File: src/hw/bsrm_pkg.sv
package bsrm_pkg;

  // ----------------------------------------------------------------
  // Offsets
  // ----------------------------------------------------------------
  localparam logic [6:0] BSRM_OFF_INDIRECT = 7'h00;
  localparam logic [6:0] BSRM_OFF_TIMER0   = 7'h01;
  localparam logic [6:0] BSRM_OFF_PCL      = 7'h02;
  localparam logic [6:0] BSRM_OFF_STATUS   = 7'h03;
  localparam logic [6:0] BSRM_OFF_POINTER  = 7'h04;
  localparam logic [6:0] BSRM_OFF_PORT_A   = 7'h05;
  localparam logic [6:0] BSRM_OFF_PORT_B   = 7'h06;
  localparam logic [6:0] BSRM_OFF_PORT_C   = 7'h07;
  localparam logic [6:0] BSRM_OFF_PC_HIGH_BUFFER   = 7'h0A;
  localparam logic [6:0] BSRM_OFF_INTCTL   = 7'h0B;
  localparam logic [6:0] BSRM_OFF_PIRQ     = 7'h0C;
  localparam logic [6:0] BSRM_OFF_T1L      = 7'h0E;
  localparam logic [6:0] BSRM_OFF_T1H      = 7'h0F;
  localparam logic [6:0] BSRM_OFF_T1CTL    = 7'h10;
  localparam logic [6:0] BSRM_OFF_T2       = 7'h11;
  localparam logic [6:0] BSRM_OFF_T2CTL    = 7'h12;
  localparam logic [6:0] BSRM_OFF_SERBUF   = 7'h13;
  localparam logic [6:0] BSRM_OFF_SERCTL   = 7'h14;
  localparam logic [6:0] BSRM_OFF_CCL      = 7'h15;
  localparam logic [6:0] BSRM_OFF_CCH      = 7'h16;
  localparam logic [6:0] BSRM_OFF_CCCTL    = 7'h17;
  localparam logic [6:0] BSRM_OFF_ANRES    = 7'h1E;
  localparam logic [6:0] BSRM_OFF_ANCTL    = 7'h1F;
  localparam logic [6:0] BSRM_GPR_BASE     = 7'h20;

  // ----------------------------------------------------------------
  // Field positions and masks
  // ----------------------------------------------------------------
  localparam int         BSRM_ST_IND_BANK  = 7;
  localparam int         BSRM_ST_BANK_HI   = 6;
  localparam int         BSRM_ST_BANK_LO   = 5;
  localparam int         BSRM_ST_TIMEOUT   = 4;
  localparam int         BSRM_ST_PWRDOWN   = 3;
  localparam logic [7:0] BSRM_ST_WR_MASK   = 8'hE7;
  localparam logic [7:0] BSRM_PIRQ_AN_BIT  = 8'h40;
  localparam int         BSRM_PC_HI_W      = 5;
  localparam int         BSRM_PC_W         = 13;

  // Readable bits per offset, writable too except status bits 4 and 3, index 31 down to 0
  localparam logic [31:0][7:0] BSRM_IMPL = {
    8'hFD, 8'hFF, 8'h00, 8'h00, 8'h00, 8'h00, 8'h00, 8'h00,
    8'h3F, 8'hFF, 8'hFF, 8'hFF, 8'hFF, 8'h7F, 8'hFF, 8'h3F,
    8'hFF, 8'hFF, 8'h00, 8'h4F, 8'hFF, 8'h1F, 8'h00, 8'h00,
    8'hFF, 8'hFF, 8'h3F, 8'hFF, 8'hFF, 8'hFF, 8'hFF, 8'h00};

  // Bits kept through a pin or watchdog reset
  localparam logic [31:0][7:0] BSRM_KEEP = {
    8'h00, 8'hFF, 8'h00, 8'h00, 8'h00, 8'h00, 8'h00, 8'h00,
    8'h00, 8'hFF, 8'hFF, 8'h00, 8'hFF, 8'h00, 8'h00, 8'h3F,
    8'hFF, 8'hFF, 8'h00, 8'h00, 8'h01, 8'h00, 8'h00, 8'h00,
    8'hFF, 8'hFF, 8'h10, 8'hFF, 8'h07, 8'h00, 8'hFF, 8'h00};

  // Power-on and brown-out values; unknown bits are taken as zero
  localparam logic [31:0][7:0] BSRM_POR_VAL = {
    8'h00, 8'h00, 8'h00, 8'h00, 8'h00, 8'h00, 8'h00, 8'h00,
    8'h00, 8'h00, 8'h00, 8'h00, 8'h00, 8'h00, 8'h00, 8'h00,
    8'h00, 8'h00, 8'h00, 8'h00, 8'h00, 8'h00, 8'h00, 8'h00,
    8'h00, 8'h00, 8'h00, 8'h00, 8'h18, 8'h00, 8'h00, 8'h00};

  // ----------------------------------------------------------------
  // Reset causes
  // ----------------------------------------------------------------
  typedef enum logic [1:0] {
    BSRM_POWER_ON  = 2'b00,
    BSRM_BROWN_OUT = 2'b01,
    BSRM_EXT_PIN   = 2'b10,
    BSRM_WATCHDOG  = 2'b11
  } bsrm_cause_type;

endpackage : bsrm_pkg

File: src/hw/bsrm_register_map.sv
`timescale 1ns/1ps
`default_nettype none

// Summary of operation
// - Shared core registers decode identically in bank 0 and bank 1.
// - Upper program counter bits have no data address.
// - Five-bit high buffer is copied into counter bits 12:8 on a load.
// - Pin reset and watchdog reset use the non-power-up value column.
// - Any reset turns every port pin into an input, drivers off.
// - Port reset values are output latch contents, not pin levels.
// - Port write updates the latch; port read returns pin levels.
// - Unimplemented addresses and bits ignore writes and read zero.
// - Each register loads a power-up value or an other-reset value.
// - Unchanged bits hold, unknown bits are free, conditional bits follow cause.
// - Timer1 control clears on power-up only; timer2 control clears always.
// - Bank select 00 is bank 0, 01 bank 1; 10 and 11 unimplemented.
module bsrm_register_map
  import bsrm_pkg::*;
#(
  parameter bit HAS_ANALOG = 1'b1
) (
  input  wire logic                  mclk,
  input  wire logic                  srst,
  input  wire bsrm_cause_type        reset_cause,
  input  wire logic                  reset_timeout_bit,
  input  wire logic                  reset_powerdown_bit,
  input  wire logic [6:0]            bus_addr,
  input  wire logic [7:0]            bus_wdata,
  input  wire logic                  bus_wr,
  input  wire logic                  bus_rd,
  output logic      [7:0]            bus_rdata,
  output logic      [7:0]            mem_addr,
  output logic      [7:0]            mem_wdata,
  output logic                       mem_we,
  output logic                       mem_re,
  input  wire logic [7:0]            mem_rdata,
  input  wire logic                  core_pc_load,
  input  wire logic [7:0]            core_pc_low,
  input  wire logic                  core_pc_advance,
  output logic      [BSRM_PC_W-1:0]  pc_value,
  input  wire logic [7:0]            pirq_set,
  input  wire logic [2:0]            intctl_set,
  input  wire logic [5:0]            port_a_pin,
  input  wire logic [7:0]            port_b_pin,
  input  wire logic [7:0]            port_c_pin,
  input  wire logic [5:0]            port_a_dir,
  input  wire logic [7:0]            port_b_dir,
  input  wire logic [7:0]            port_c_dir,
  output logic      [5:0]            port_a_data,
  output logic      [7:0]            port_b_data,
  output logic      [7:0]            port_c_data,
  output logic      [5:0]            port_a_oe,
  output logic      [7:0]            port_b_oe,
  output logic      [7:0]            port_c_oe,
  output logic      [1:0]            bank_select,
  output logic                       indirect_bank_select,
  output logic      [7:0]            timer1_control,
  output logic      [7:0]            timer2_control,
  output logic      [7:0]            analog_control
);

  // ----------------------------------------------------------------
  // State
  // ----------------------------------------------------------------
  typedef struct packed {
    logic [31:0][7:0]      sfr;
    logic [BSRM_PC_HI_W-1:0] pc_hi;
    logic [7:0]            rd_data;
    logic [21:0]           pin_s1;
    logic [21:0]           pin_s2;
    logic [21:0]           oe;
  } bsrm_state_type;

  bsrm_state_type state_reg;
  bsrm_state_type state_next;

  // ----------------------------------------------------------------
  // Decode
  // ----------------------------------------------------------------
  // Converter locations read zero on the variant without it
  function automatic logic [7:0] impl_mask(input logic [4:0] idx);
    logic [7:0] m;
    m = BSRM_IMPL[idx];
    if (!HAS_ANALOG) begin
      if (idx == BSRM_OFF_ANRES[4:0] || idx == BSRM_OFF_ANCTL[4:0]) begin
        m = 8'h00;
      end
      if (idx == BSRM_OFF_PIRQ[4:0]) begin
        m = m & ~BSRM_PIRQ_AN_BIT;
      end
    end
    return m;
  endfunction : impl_mask

  function automatic logic is_shared(input logic [6:0] off);
    return off == BSRM_OFF_INDIRECT || off == BSRM_OFF_PCL ||
           off == BSRM_OFF_STATUS   || off == BSRM_OFF_POINTER ||
           off == BSRM_OFF_PC_HIGH_BUFFER   || off == BSRM_OFF_INTCTL;
  endfunction : is_shared

  logic [7:0] status;
  logic [7:0] pointer;
  logic       ind_hit;
  logic [1:0] eff_bank;
  logic [6:0] eff_off;
  logic [4:0] idx;
  logic       hit_gpr;
  logic       hit_sfr;
  logic [7:0] rmask;
  logic [7:0] wmask;
  logic [7:0] pin_val;
  logic       is_port;
  logic [7:0] rd_val;
  logic       power_class;

  assign status   = state_reg.sfr[BSRM_OFF_STATUS[4:0]];
  assign pointer  = state_reg.sfr[BSRM_OFF_POINTER[4:0]];
  // The indirect port is no storage; the pointer names the target
  assign ind_hit  = bus_addr == BSRM_OFF_INDIRECT;
  // Reserved bank bits take part in decode, so software must keep them low
  assign eff_bank = ind_hit ? {status[BSRM_ST_IND_BANK], pointer[7]}
                            : status[BSRM_ST_BANK_HI:BSRM_ST_BANK_LO];
  assign eff_off  = ind_hit ? pointer[6:0] : bus_addr;
  assign idx      = eff_off[4:0];
  assign hit_gpr  = eff_off >= BSRM_GPR_BASE && !eff_bank[1];
  // Bank-1 registers that are not shared belong to another block
  assign hit_sfr  = eff_off < BSRM_GPR_BASE &&
                    (eff_bank == 2'b00 ||
                     (eff_bank == 2'b01 && is_shared(eff_off)));
  // Program counter high bits have no offset of their own
  assign rmask    = hit_sfr ? impl_mask(idx) : 8'h00;
  assign wmask    = rmask & ((eff_off == BSRM_OFF_STATUS) ? BSRM_ST_WR_MASK
                                                          : 8'hFF);
  assign is_port  = eff_off == BSRM_OFF_PORT_A || eff_off == BSRM_OFF_PORT_B ||
                    eff_off == BSRM_OFF_PORT_C;

  always_comb begin
    unique case (eff_off)
      BSRM_OFF_PORT_A: pin_val = {2'b00, state_reg.pin_s2[5:0]};
      BSRM_OFF_PORT_B: pin_val = state_reg.pin_s2[13:6];
      default:         pin_val = state_reg.pin_s2[21:14];
    endcase
  end

  // Ports read the pins, not the latch
  assign rd_val = hit_gpr ? mem_rdata
                : (is_port ? pin_val : state_reg.sfr[idx]) & rmask;

  // Pin and watchdog resets form the non-power-up class
  assign power_class = reset_cause == BSRM_POWER_ON ||
                       reset_cause == BSRM_BROWN_OUT;

  // ----------------------------------------------------------------
  // Next state
  // ----------------------------------------------------------------
  always_comb begin
    state_next         = state_reg;
    state_next.pin_s1  = {port_c_pin, port_b_pin, port_a_pin};
    state_next.pin_s2  = state_reg.pin_s1;
    state_next.oe      = ~{port_c_dir, port_b_dir, port_a_dir};
    state_next.rd_data = bus_rd ? rd_val : 8'h00;

    // Register write; the port offsets land in the output latches
    if (bus_wr && hit_sfr) begin
      state_next.sfr[idx] = (bus_wdata & wmask) |
                            (state_reg.sfr[idx] & ~wmask);
    end

    // Any load of the low byte pulls the upper bits from the buffer
    if (bus_wr && hit_sfr && eff_off == BSRM_OFF_PCL) begin
      state_next.pc_hi = state_reg.sfr[BSRM_OFF_PC_HIGH_BUFFER[4:0]][4:0];
    end else if (core_pc_load) begin
      state_next.sfr[BSRM_OFF_PCL[4:0]] = core_pc_low;
      state_next.pc_hi = state_reg.sfr[BSRM_OFF_PC_HIGH_BUFFER[4:0]][4:0];
    end else if (core_pc_advance) begin
      {state_next.pc_hi, state_next.sfr[BSRM_OFF_PCL[4:0]]} =
        BSRM_PC_W'({state_reg.pc_hi, state_reg.sfr[BSRM_OFF_PCL[4:0]]} + 1'b1);
    end

    // Hardware set of a flag wins over a clearing write in the same cycle
    state_next.sfr[BSRM_OFF_PIRQ[4:0]] = state_next.sfr[BSRM_OFF_PIRQ[4:0]] |
      (pirq_set & impl_mask(BSRM_OFF_PIRQ[4:0]));
    state_next.sfr[BSRM_OFF_INTCTL[4:0]][2:0] =
      state_next.sfr[BSRM_OFF_INTCTL[4:0]][2:0] | intctl_set;

    if (srst) begin
      for (int i = 0; i < 32; i++) begin
        if (power_class) begin
          state_next.sfr[i] = BSRM_POR_VAL[i] & impl_mask(5'(i));
        end else begin
          state_next.sfr[i] = state_reg.sfr[i] & BSRM_KEEP[i] &
                              impl_mask(5'(i));
        end
      end
      // Timeout and power-down bits report the cause of a non-power reset
      if (!power_class) begin
        state_next.sfr[BSRM_OFF_STATUS[4:0]][BSRM_ST_TIMEOUT] =
          reset_timeout_bit;
        state_next.sfr[BSRM_OFF_STATUS[4:0]][BSRM_ST_PWRDOWN] =
          reset_powerdown_bit;
      end
      state_next.pc_hi   = '0;
      state_next.rd_data = 8'h00;
      state_next.pin_s1  = '0;
      state_next.pin_s2  = '0;
      state_next.oe      = '0;
    end
  end

  always_ff @(posedge mclk) begin
    state_reg <= state_next;
  end

  // ----------------------------------------------------------------
  // Outputs
  // ----------------------------------------------------------------
  assign bus_rdata            = state_reg.rd_data;
  assign mem_addr             = {eff_bank[0], eff_off};
  assign mem_wdata            = bus_wdata;
  assign mem_we               = bus_wr && hit_gpr;
  assign mem_re               = bus_rd && hit_gpr;
  assign pc_value             = {state_reg.pc_hi, state_reg.sfr[BSRM_OFF_PCL[4:0]]};
  assign port_a_data          = state_reg.sfr[BSRM_OFF_PORT_A[4:0]][5:0];
  assign port_b_data          = state_reg.sfr[BSRM_OFF_PORT_B[4:0]];
  assign port_c_data          = state_reg.sfr[BSRM_OFF_PORT_C[4:0]];
  assign port_a_oe            = state_reg.oe[5:0];
  assign port_b_oe            = state_reg.oe[13:6];
  assign port_c_oe            = state_reg.oe[21:14];
  assign bank_select          = status[BSRM_ST_BANK_HI:BSRM_ST_BANK_LO];
  assign indirect_bank_select = status[BSRM_ST_IND_BANK];
  assign timer1_control       = state_reg.sfr[BSRM_OFF_T1CTL[4:0]];
  assign timer2_control       = state_reg.sfr[BSRM_OFF_T2CTL[4:0]];
  assign analog_control       = state_reg.sfr[BSRM_OFF_ANCTL[4:0]];

endmodule : bsrm_register_map

`default_nettype wire

File: config.mk
export PLATFORM = sky130hd
export DESIGN_NAME = bsrm_register_map
export DESIGN_NICKNAME = d
export VERILOG_FILES = /design/src/hw/bsrm_pkg.sv /design/src/hw/bsrm_register_map.sv
export SDC_FILE = /design/constraint.sdc
export NUM_CORES = 1
export LEC_CHECK = 0
export ABC_CLOCK_PERIOD_IN_PS = 6650
export BUFFER_PORTS_ARGS = -buffer_cell sky130_fd_sc_hd__buf_2
export CORE_AREA = 2 2 257 259
export CTS_BUF_LIST = sky130_fd_sc_hd__clkbuf_8 sky130_fd_sc_hd__clkbuf_16
export DETAILED_ROUTE_END_ITERATION = 12
export DIE_AREA = 0 0 259 261
export GPL_TIMING_DRIVEN = 0
export PLACE_DENSITY = 0.45
export SLEW_MARGIN = 20
export SYNTH_ARGS = -nofsm -noshare
export SYNTH_HDL_FRONTEND = slang
export SYNTH_SLANG_ARGS = --single-unit
File: constraint.sdc
create_clock -name mclk -period 6.65 [get_ports mclk]
set_input_delay 1.33 -clock mclk [delete_from_list [all_inputs] [get_ports mclk]]
set_output_delay 1.33 -clock mclk [all_outputs]
set_load 0.05 [all_outputs]
### Yosys cells after proc, flatten, opt, wreduce, memory -nomap -nowiden

Memories as Yosys holds them, arrays and structs flattened.
Cells that the tools add are included.

| cells by class | value |
|---|---|
| $add $sub $neg | 1 |
| magnitude comparators | 4 |
| equal/unequal tests | 11 |
| mux-type cells | 28 |
| bitwise gates (word level) | 10 |
| reduce and logical (&&, ||, !) cells | 26 |

Operators with widths:

| cell | count |
|---|---|
| 327-bit 2-to-1 mux | 1 |
| 256-bit bitwise mux | 1 |
| 248-bit 2-to-1 mux | 1 |
| 8-bit 2-to-1 mux | 11 |
| 8-bit binary-select mux with 5-bit select | 1 |
| 8-bit demux with 5-bit select | 1 |
| 8-bit AND | 4 |
| 5-bit 2-to-1 mux | 6 |
| 7-bit by 3-bit equality test with 1-bit output, second input constant | 4 |
| 22-bit inverter | 1 |
| 8-bit one-hot mux with 2 select lines | 1 |
| 7-bit by 2-bit equality test with 1-bit output, second input constant | 2 |
| 7-bit by 4-bit equality test with 1-bit output, second input constant | 2 |
| 7-bit logical NOT | 2 |
| 13-bit by 1-bit adder with 13-bit output, second input constant | 1 |
| 1-bit logical OR | 9 |
| 1-bit logical AND | 8 |
| 8-bit inverter | 1 |
| 8-bit by 7-bit OR with 8-bit output | 1 |
| 8-bit OR | 1 |
| 7-bit by 6-bit >= comparator with 1-bit output, second input constant | 1 |
| 7-bit by 6-bit less-than comparator with 1-bit output, second input constant | 1 |
| 7-bit 2-to-1 mux | 1 |
| 5-bit by 6-bit less-than comparator with 1-bit output, second input constant | 1 |
| 14 further kinds | 17 |

| storage, ports and cells | value |
|---|---|
| flip-flop bits (word level) | 335 |
| bits in read-only memories | 256 |
| input bits | 96 |
| output and inout bits | 110 |
| word-level logic and storage cells | 123 |
| memories kept | 1 |

Memory list:

| memory | words | bits a word | rd ports | clocked after Yosys merged registers in | wr ports | line | RTL |
|---|---|---|---|---|---|---|---|
| (name not given) | 32 | 8 | 1 | 0 | 0 | bsrm_register_map.sv:83 | `m = BSRM_IMPL[idx];` |

### Logic depth before layout (Yosys ltp)

Gate-level depths: netlist of the first run.

| logic depth | value |
|---|---|
| depth in word-level cells | 22 |
| depth in mapped cells | 14 |
| gate-level depth less buffers | 9 |

### Worst setup path before layout of the first run

No wires, ideal clock.

| path | value |
|---|---|
| path type | input to register |
| start point | input bus_addr[3] |
| end point | register state_reg, in the netlist status[0], enable pin |
| setup time | 0.347 ns |
| arrival | 5.844 ns |
| data required time | 6.303 ns |
| path slack | 0.459 ns |
| cell stages on the path | 10 |
| buffers on the path | 2 |
| cells stage by stage | buf_2 -> nor4b_4 -> a21oi_2 -> o21ai_0 -> a21o_1 -> nand3_1 -> buf_2 -> nand2b_1 -> and2_1 -> a21boi_0 |

| between the ends | value |
|---|---|
| word-level cells in the longest chain between the ends | 14 |
| elaborated cells between the ends (all ways) | 23 |
| those cells by class | 1 x order compare; 6 x eq/ne; 2 x mux; 14 x reduce/logical |

RTL lines:

| item | line | RTL |
|---|---|---|
| from (decl) | bsrm_register_map.sv:27 | `input wire logic [6:0] bus_addr,` |
| 7-bit logical NOT | bsrm_register_map.sv:119 | `assign ind_hit = bus_addr == BSRM_OFF_INDIRECT;` |
| 7-bit 2-to-1 mux | bsrm_register_map.sv:123 | `assign eff_off = ind_hit ? pointer[6:0] : bus_addr;` |
| 7-bit by 2-bit equality test with 1-bit output / 7-bit logical NOT (equally long branches) | bsrm_register_map.sv:96 | `return off == BSRM_OFF_INDIRECT \|\| off == BSRM_OFF_PCL \|\|` |
| 1-bit logical OR (2 in series) | bsrm_register_map.sv:96 |  |
| 1-bit logical OR (2 in series) | bsrm_register_map.sv:97 | `off == BSRM_OFF_STATUS \|\| off == BSRM_OFF_POINTER \|\|` |
| 1-bit logical OR | bsrm_register_map.sv:98 | `off == BSRM_OFF_PC_HIGH_BUFFER \|\| off == BSRM_OFF_INTCTL;` |
| 1-bit logical AND | bsrm_register_map.sv:129 | `(eff_bank == 2'b01 && is_shared(eff_off)));` |
| 1-bit logical OR | bsrm_register_map.sv:128 | `(eff_bank == 2'b00 \|\|` |
| 1-bit logical AND * | bsrm_register_map.sv:127 | `assign hit_sfr = eff_off < BSRM_GPR_BASE &&` |
| 1-bit logical AND * | bsrm_register_map.sv:164 | `if (bus_wr && hit_sfr) begin` |
| 2-bit nonzero test (no line) * | n/a |  |
| 2-bit AND reduction (no line) * | n/a |  |
| to (signal assigned) | bsrm_register_map.sv:211 | `state_reg <= state_next;` |
| to (decl) | bsrm_register_map.sv:74 | `bsrm_state_type state_reg;` |

Mark *: on every way between the ends. The rest lies on a longest branch, timed or not.
A chain may end at the register's enable or synchronous reset.

### Worst setup path in the final report of the first run

| path | value |
|---|---|
| start point | input bus_addr[0] |
| end point | register state_reg, in the netlist bus_rdata[0] |

| between the ends | value |
|---|---|
| word-level cells in the longest chain between the ends | 14 |
| elaborated cells between the ends (all ways) | 37 |
| those cells by class | 2 x order compare; 9 x eq/ne; 9 x mux; 1 x bitwise; 15 x reduce/logical; 1 x memory |

RTL lines:

| item | line | RTL |
|---|---|---|
| parallel branches: the longest is 13 deep, another holds memory 32 x 8 bit | n/a |  |
| 8-bit 2-to-1 mux * | bsrm_register_map.sv:146 | `assign rd_val = hit_gpr ? mem_rdata` |

Mark *: on every way between the ends. The select of a mux whose other input is x is not followed.

==> results of run 1 <==
==> critical path, cell delays in order <==
cell and delay, ps:
sky130_fd_sc_hd__buf_2 120, sky130_fd_sc_hd__buf_6 160, sky130_fd_sc_hd__nor4b_4 900, sky130_fd_sc_hd__a21oi_2 370, sky130_fd_sc_hd__inv_2 160, sky130_fd_sc_hd__buf_6 200, sky130_fd_sc_hd__buf_2 380, sky130_fd_sc_hd__buf_2 420
sky130_fd_sc_hd__a211oi_1 130, sky130_fd_sc_hd__o21ai_0 290, sky130_fd_sc_hd__o2111ai_1 390, sky130_fd_sc_hd__nor4_1 1020, sky130_fd_sc_hd__o21ai_0 300, sky130_fd_sc_hd__a21oi_1 190
==> per-layer routing <==
metal | track usage | up-vias | part of all wire
met5 | 0 | - | 0.00025
li1 | - | 6615 | -
met4 | 0.08109 | 2 | 0.038
met3 | 0.04210 | 139 | 0.082
met2 | 0.3288 | 738 | 0.45
met1 | 0.2859 | 7240 | 0.43
==> synth_stat cells, drive strengths merged, types with 4 or more instances <==
master,n,area [um^2]
xor2,8,70.07
nor2b,140,875.8
a21o,5,37.54
inv,33,123.9
o22ai,24,150.1
and3,7,43.79
nor4,7,68.82
a31o,4,35.03
buf,143,1002
clkbuf,73,274.0
a32oi,6,52.55
o32ai,5,43.79
mux2i,65,670.7
a311oi,4,35.03
o21ai,108,540.5
o211ai,4,30.03
o221ai,8,70.07
nor3,41,256.5
edfxtp,110,3303
a22oi,17,127.6
a31oi,16,106.4
or3,12,75.07
dfxtp,225,4504
nand4,12,75.07
nand2b,4,25.02
and2,8,50.05
o211a,10,100.1
or2,4,25.03
nand2,178,668.1
nand3,48,240.2
a211oi,56,425.4
o31ai,6,45.04
nor2,154,578.1
a21oi,117,626.9
nand3b,4,30.03
o31a,4,35.03
a221oi,20,175.2
==> worst paths after layout <==
| path | start | to | slack (ps) | depth (start not counted) |
|---|---|---|---|---|
| max | bus_addr[0] | bus_rdata[0]$_SDFF_PP0_ | 760 | 14 |
| min | state_reg[65]$_SDFF_PP0_ | state_reg[43]$_SDFF_PP0_ | 430 | 1 |
| max reg2reg | pointer[0]$_SDFFCE_PP0P_ | bus_rdata[0]$_SDFF_PP0_ | 1280 | 12 |
| min reg2reg | state_reg[65]$_SDFF_PP0_ | state_reg[43]$_SDFF_PP0_ | 430 | 1 |
==> cell type report <==
type	count	share of cell area
clock buffer	47	0.05823
tap	864	0.05510
multi-input combinational	1153	0.3534
sequential	335	0.3980
timing repair buffer	200	0.05268
buffer	216	0.06505
inverter	33	0.006314
clock inverter	26	0.01129
==> kinds of logic after synthesis <==
| group | count (synthesis) | share of synthesized area |
|---|---|---|
| AND/OR/NAND/NOR | 628 | 0.1930 |
| AO/OA/AOI/OAI | 445 | 0.1834 |
| flip-flops | 335 | 0.4853 |
| buffers and inverters | 249 | 0.08703 |
| multiplexers | 68 | 0.04449 |
| XOR/XNOR | 11 | 0.005989 |
| adder cells (fa/ha/maj) | 1 | 0.0007776 |
==> stage by stage <==
step / utilization / TNS [ps] / cells / power, W
CTS: 0.3014 / 0 / 2874 / 0.005231
detailed placement: 0.2805 / 0 / 2801 / 0.002937
global route: 0.3016 / 0 / 2874 / 0.005351
global placement: 0.2791 / -186730 / 2798 / 0.002937
finish: 0.3016 / 0 / 2874 / 0.005210
floorplan: - / 0 / 1737 / 0.002657
==> where the power goes <==
group          switching (W)  total [W]  leakage [nW]  internal [W]
Combinational       0.000495   0.000680          3.94      0.000185
Clock               0.000926    0.00230         0.700       0.00138
Sequential         0.0000489    0.00223          2.95       0.00218
==> flow_summary.json, run 1 <==
{
  "finalHoldViolCount": 0,
  "remaining_drc_errors": 0,
  "crit_path_end_kind": "register",
  "worst_setup_slack_before_clock_tree_synthesis_ps": 492.0,
  "insertion_delay_ps": 580,
  "grt_pass1_wl_um": 102200,
  "post_synth_num_cell_types": 81,
  "postRouteWirelength_um": 73410,
  "fin_crit_sh": 0.8862,
  "power-per-cell-area_nw_per_um2": 265.5,
  "viasPerCell": 5.127,
  "cap_viol_max_count": 0,
  "post_cts.resized_instances": 0,
  "multi_input_comb_area_um2": 6933,
  "vias": 14730,
  "drtPass1Iterations": 5,
  "routabilityCongestion": 0.9480,
  "clk_transition_reported_paths_ps": 50,
  "max-slew-margin-rel": 0.2002,
  "postSynthCellCount": 1737,
  "setup_ws_ps": 756.8,
  "holdCritPathClass": "register to register",
  "maximum_level_of_the_cts_h_tree": 2,
  "p_leak_nw": 7.590,
  "cts.path.max_buffers": 3,
  "syn_area_per_cell_um2": 9.262,
  "maxSlewViolCount": 0,
  "final_layout_size_suffix_gt1_frac": 0.2259,
  "place.detailed.hpwl_um": 54430,
  "start_util": 0.2474,
  "cp_max_fo": 10,
  "arrival_ps": 6390,
  "floorplan.die.height_um": 261,
  "portBuffers": 197,
  "skew_ps": 36.59,
  "gr-usage-all-layers": 0.2104,
  "wl_per_cell_um": 25.54,
  "grt_setup_unrepaired": "false",
  "post_cts_buffers": 0,
  "placement_rows": 94,
  "synth_edf_count": 110,
  "cp_startpoint_kind": "input pin",
  "commonest_cells_after_routing_fill_and_taps_aside": "sky130_fd_sc_hd__buf_2 (229), sky130_fd_sc_hd__dfxtp_1 (225), sky130_fd_sc_hd__nand2_1 (178)",
  "synth-seq-cells": 335,
  "timing.fmax_mhz": 169.7,
  "dominantRegCellSynth": "sky130_fd_sc_hd__dfxtp_1",
  "grt_max_degree": 37,
  "grt_remaining_overflow": 0,
  "timing.setup.critical_path_class": "input pin to register",
  "number_of_global_route_vias_before_repair": 14080,
  "die_width_um": 259,
  "synth_area_um2": 16090,
  "worst_pin_slew_ps": 1195,
  "yosysWarningCount": 0,
  "drt_first_iter_violations": 1504,
  "finalCriticalPeriod_ps": 5893,
  "numClockSinks": 335,
  "setup_viol_count_final": 0,
  "async_flop_share": 0,
  "placeable_core_region_um2": 65040,
  "nets": 2077,
  "antenna_violations_before_repair": 3,
  "areaGrowthSynthToFinish_pct": 21.95,
  "antenna_left": 0,
  "cts_tree": "yes",
  "ys_seq_area_frac": 0.4853,
  "dpl_cell_area_um2": 18240,
  "n_fill_cell": 6823,
  "synth_fp_nets": 1834,
  "cts_root_buffer": "sky130_fd_sc_hd__clkbuf_16",
  "max-vdd-ir-drop_mv": 0.1407,
  "required_ps": 7140,
  "mostFrequentLayoutCell": "sky130_fd_sc_hd__buf_2",
  "sequential_cell_area_um2": 7807,
  "dieArea_um2": 67600,
  "top_level_ports": 206,
  "number_of_buffers_inserted_during_clock_tree_synthesis": 41,
  "timing.hold.ws_ps": 432.4,
  "largest_register_ffs": 230,
  "post_cts_hold_buffer_count": 0,
  "finalInstanceArea_um2": 19620,
  "antenna_cells_inserted": 0,
  "status": "completed"
}
(Power assumes the default switching activity.)
==> run 2: changes to the inputs <==
- ABC_CLOCK_PERIOD_IN_PS: 6650 -> 6600
- REMOVE_ABC_BUFFERS: default -> 1
- clock period: 6.65 -> 6.6 ns (I/O delays scaled with it)
==> flow_summary.json, run 2 (same netlist as run 1, synthesis figures left out) <==
{
  "timing.setup.critical_path_class": "input pin to register",
  "grt_max_degree": 119,
  "cts_tree": "yes",
  "gr-usage-all-layers": 0.1803,
  "viasPerCell": 5.056,
  "number_of_buffers_inserted_during_clock_tree_synthesis": 40,
  "setup_viol_count_final": 0,
  "mostFrequentLayoutCell": "sky130_fd_sc_hd__dfxtp_1",
  "maxSlewViolCount": 0,
  "maximum_level_of_the_cts_h_tree": 2,
  "totalPowerFinal_w": 0.005007,
  "vias": 13570,
  "finalCriticalPeriod_ps": 6307,
  "areaGrowthSynthToFinish_pct": 16.83,
  "cp_startpoint_kind": "input pin",
  "timing.fmax_mhz": 158.5,
  "drtPass1Iterations": 5,
  "critical-path-slowest-cell": "sky130_fd_sc_hd__nand3_1",
  "timing.hold.ws_ps": 436.2,
  "antenna_violations_before_repair": 6,
  "dieArea_um2": 67600,
  "fin_crit_sh": 0.9556,
  "p_leak_nw": 7.042,
  "remaining_drc_errors": 0,
  "routabilityCongestion": 0.8765,
  "critical_path.max_stage_delay_ps": 700,
  "final_layout_size_suffix_gt1_frac": 0.1903,
  "crit_path_end_kind": "register",
  "cts.path.max_buffers": 3,
  "portBuffers": 201,
  "grt_remaining_overflow": 0,
  "number_of_global_route_vias_before_repair": 13080,
  "finalHoldViolCount": 0,
  "numClockSinks": 335,
  "insertion_delay_ps": 570,
  "floorplan.die.height_um": 261,
  "cap_viol_max_count": 0,
  "holdCritPathClass": "register to register",
  "placement_rows": 94,
  "cts_root_buffer": "sky130_fd_sc_hd__clkbuf_16",
  "top_signal_layer_used": "met5",
  "cp_max_fo": 40,
  "arrival_ps": 6520,
  "worst_pin_slew_ps": 1129,
  "placeable_core_region_um2": 65040,
  "max-slew-margin-rel": 0.2416,
  "grt_setup_unrepaired": "false",
  "power-per-cell-area_nw_per_um2": 266.4,
  "grt_pass1_wl_um": 90540,
  "max-vdd-ir-drop_mv": 0.1351,
  "die_width_um": 259,
  "finalInstanceArea_um2": 18800,
  "dpl_cell_area_um2": 17510,
  "place.detailed.hpwl_um": 43710,
  "required_ps": 6820,
  "nets": 1884,
  "drt_first_iter_violations": 1331,
  "skew_ps": 36.36,
  "met3WireLength_um": 3803,
  "antenna_left": 0,
  "commonest_cells_after_routing_fill_and_taps_aside": "sky130_fd_sc_hd__dfxtp_1 (225), sky130_fd_sc_hd__buf_2 (201), sky130_fd_sc_hd__nand2_1 (178)",
  "top_level_ports": 206,
  "start_util": 0.2474,
  "routedLengthMet1_um": 26420,
  "clk_transition_reported_paths_ps": 60,
  "postRouteWirelength_um": 62360,
  "timing.critical_path.cells": "buf_2 > nor4_2 > a31oi_4 > inv_2 > o21ai_0 > a21o_1 > nand3_1 > nand2b_4 > and2_4 > a21boi_0",
  "wl_per_cell_um": 23.24,
  "largest_register_ffs": 230,
  "routed-wl-met2_um": 29750,
  "post_cts_hold_buffer_count": 0,
  "finish.utilization": 0.2890,
  "status": "completed"
}
## run 2: changes by cell type in the layout (fill, tap and decap cells not counted), moves of 4 or more
cell / delta
sky130_fd_sc_hd__nor2_1: -5
sky130_fd_sc_hd__clkbuf_1: -73
sky130_fd_sc_hd__buf_4: -98
sky130_fd_sc_hd__buf_2: -28
sky130_fd_sc_hd__buf_1: -5
sky130_fd_sc_hd__clkinv_1: -4
sky130_fd_sc_hd__inv_1: +8
sky130_fd_sc_hd__buf_16: +15
## run 2: what timing repair did
action | 4_1_cts | 5_1_grt
hold endpoints to repair | 0 | 0
setup endpoints to repair | 52 | 0
setup buffers | 0 | 0
resized for setup | 2 | 0
## run 2: layer usage
metal / track usage / up-vias
met5: 0 / -
met4: 0.07177 / 4
met3: 0.03136 / 121
met2: 0.2960 / 499
met1: 0.2353 / 6711
li1: - / 6235
## run 2: final timing paths
check	from	to	slack, ps	depth (start not counted)
max	bus_addr[1]	status[1]$_DFFE_PP_	290	10
min	state_reg[64]$_SDFF_PP0_	state_reg[42]$_SDFF_PP0_	440	1
max reg2reg	pointer[1]$_SDFFCE_PP0P_	status[1]$_DFFE_PP_	1070	9
min reg2reg	state_reg[64]$_SDFF_PP0_	state_reg[42]$_SDFF_PP0_	440	1
## run 2: layout make-up
cell class	count	area [um^2]
diodes	2	5.005
clock buffers	46	1095
clock inverters	27	156.4
fillers	6834	46240
inverters	33	128.9
multi-input cells	1153	7017
flip-flops and latches	335	7807
well taps	864	1081
repair buffers	224	1505
## run 2: per-stage QoR
| step | worst slack [ps] | std cells | TNS, ps |
|---|---|---|---|
| 2_1_floorplan | -1524 | 1521 | -228330 |
| 3_5_place_dp | -869.7 | 2609 | -53640 |
| 4_1_cts | 359.6 | 2682 | 0 |
| 5_1_grt | 37.21 | 2684 | 0 |
| 3_3_place_gp | -9703 | 2586 | -1903530 |
| 6_report | 292.8 | 2684 | 0 |
## run 2: where the power goes
group          total (W)  internal (W)  switching [W]
logic           0.000639      0.000170       0.000468
registers        0.00224       0.00220      0.0000433
clock network    0.00213       0.00122       0.000907
## run 2: worst max-delay path, delay by kind of cell
kind,cells,cell delay [ps]
AO/OA/AOI/OAI,4,1690
AND/OR/NAND/NOR,4,2310
buffers and inverters,2,1080
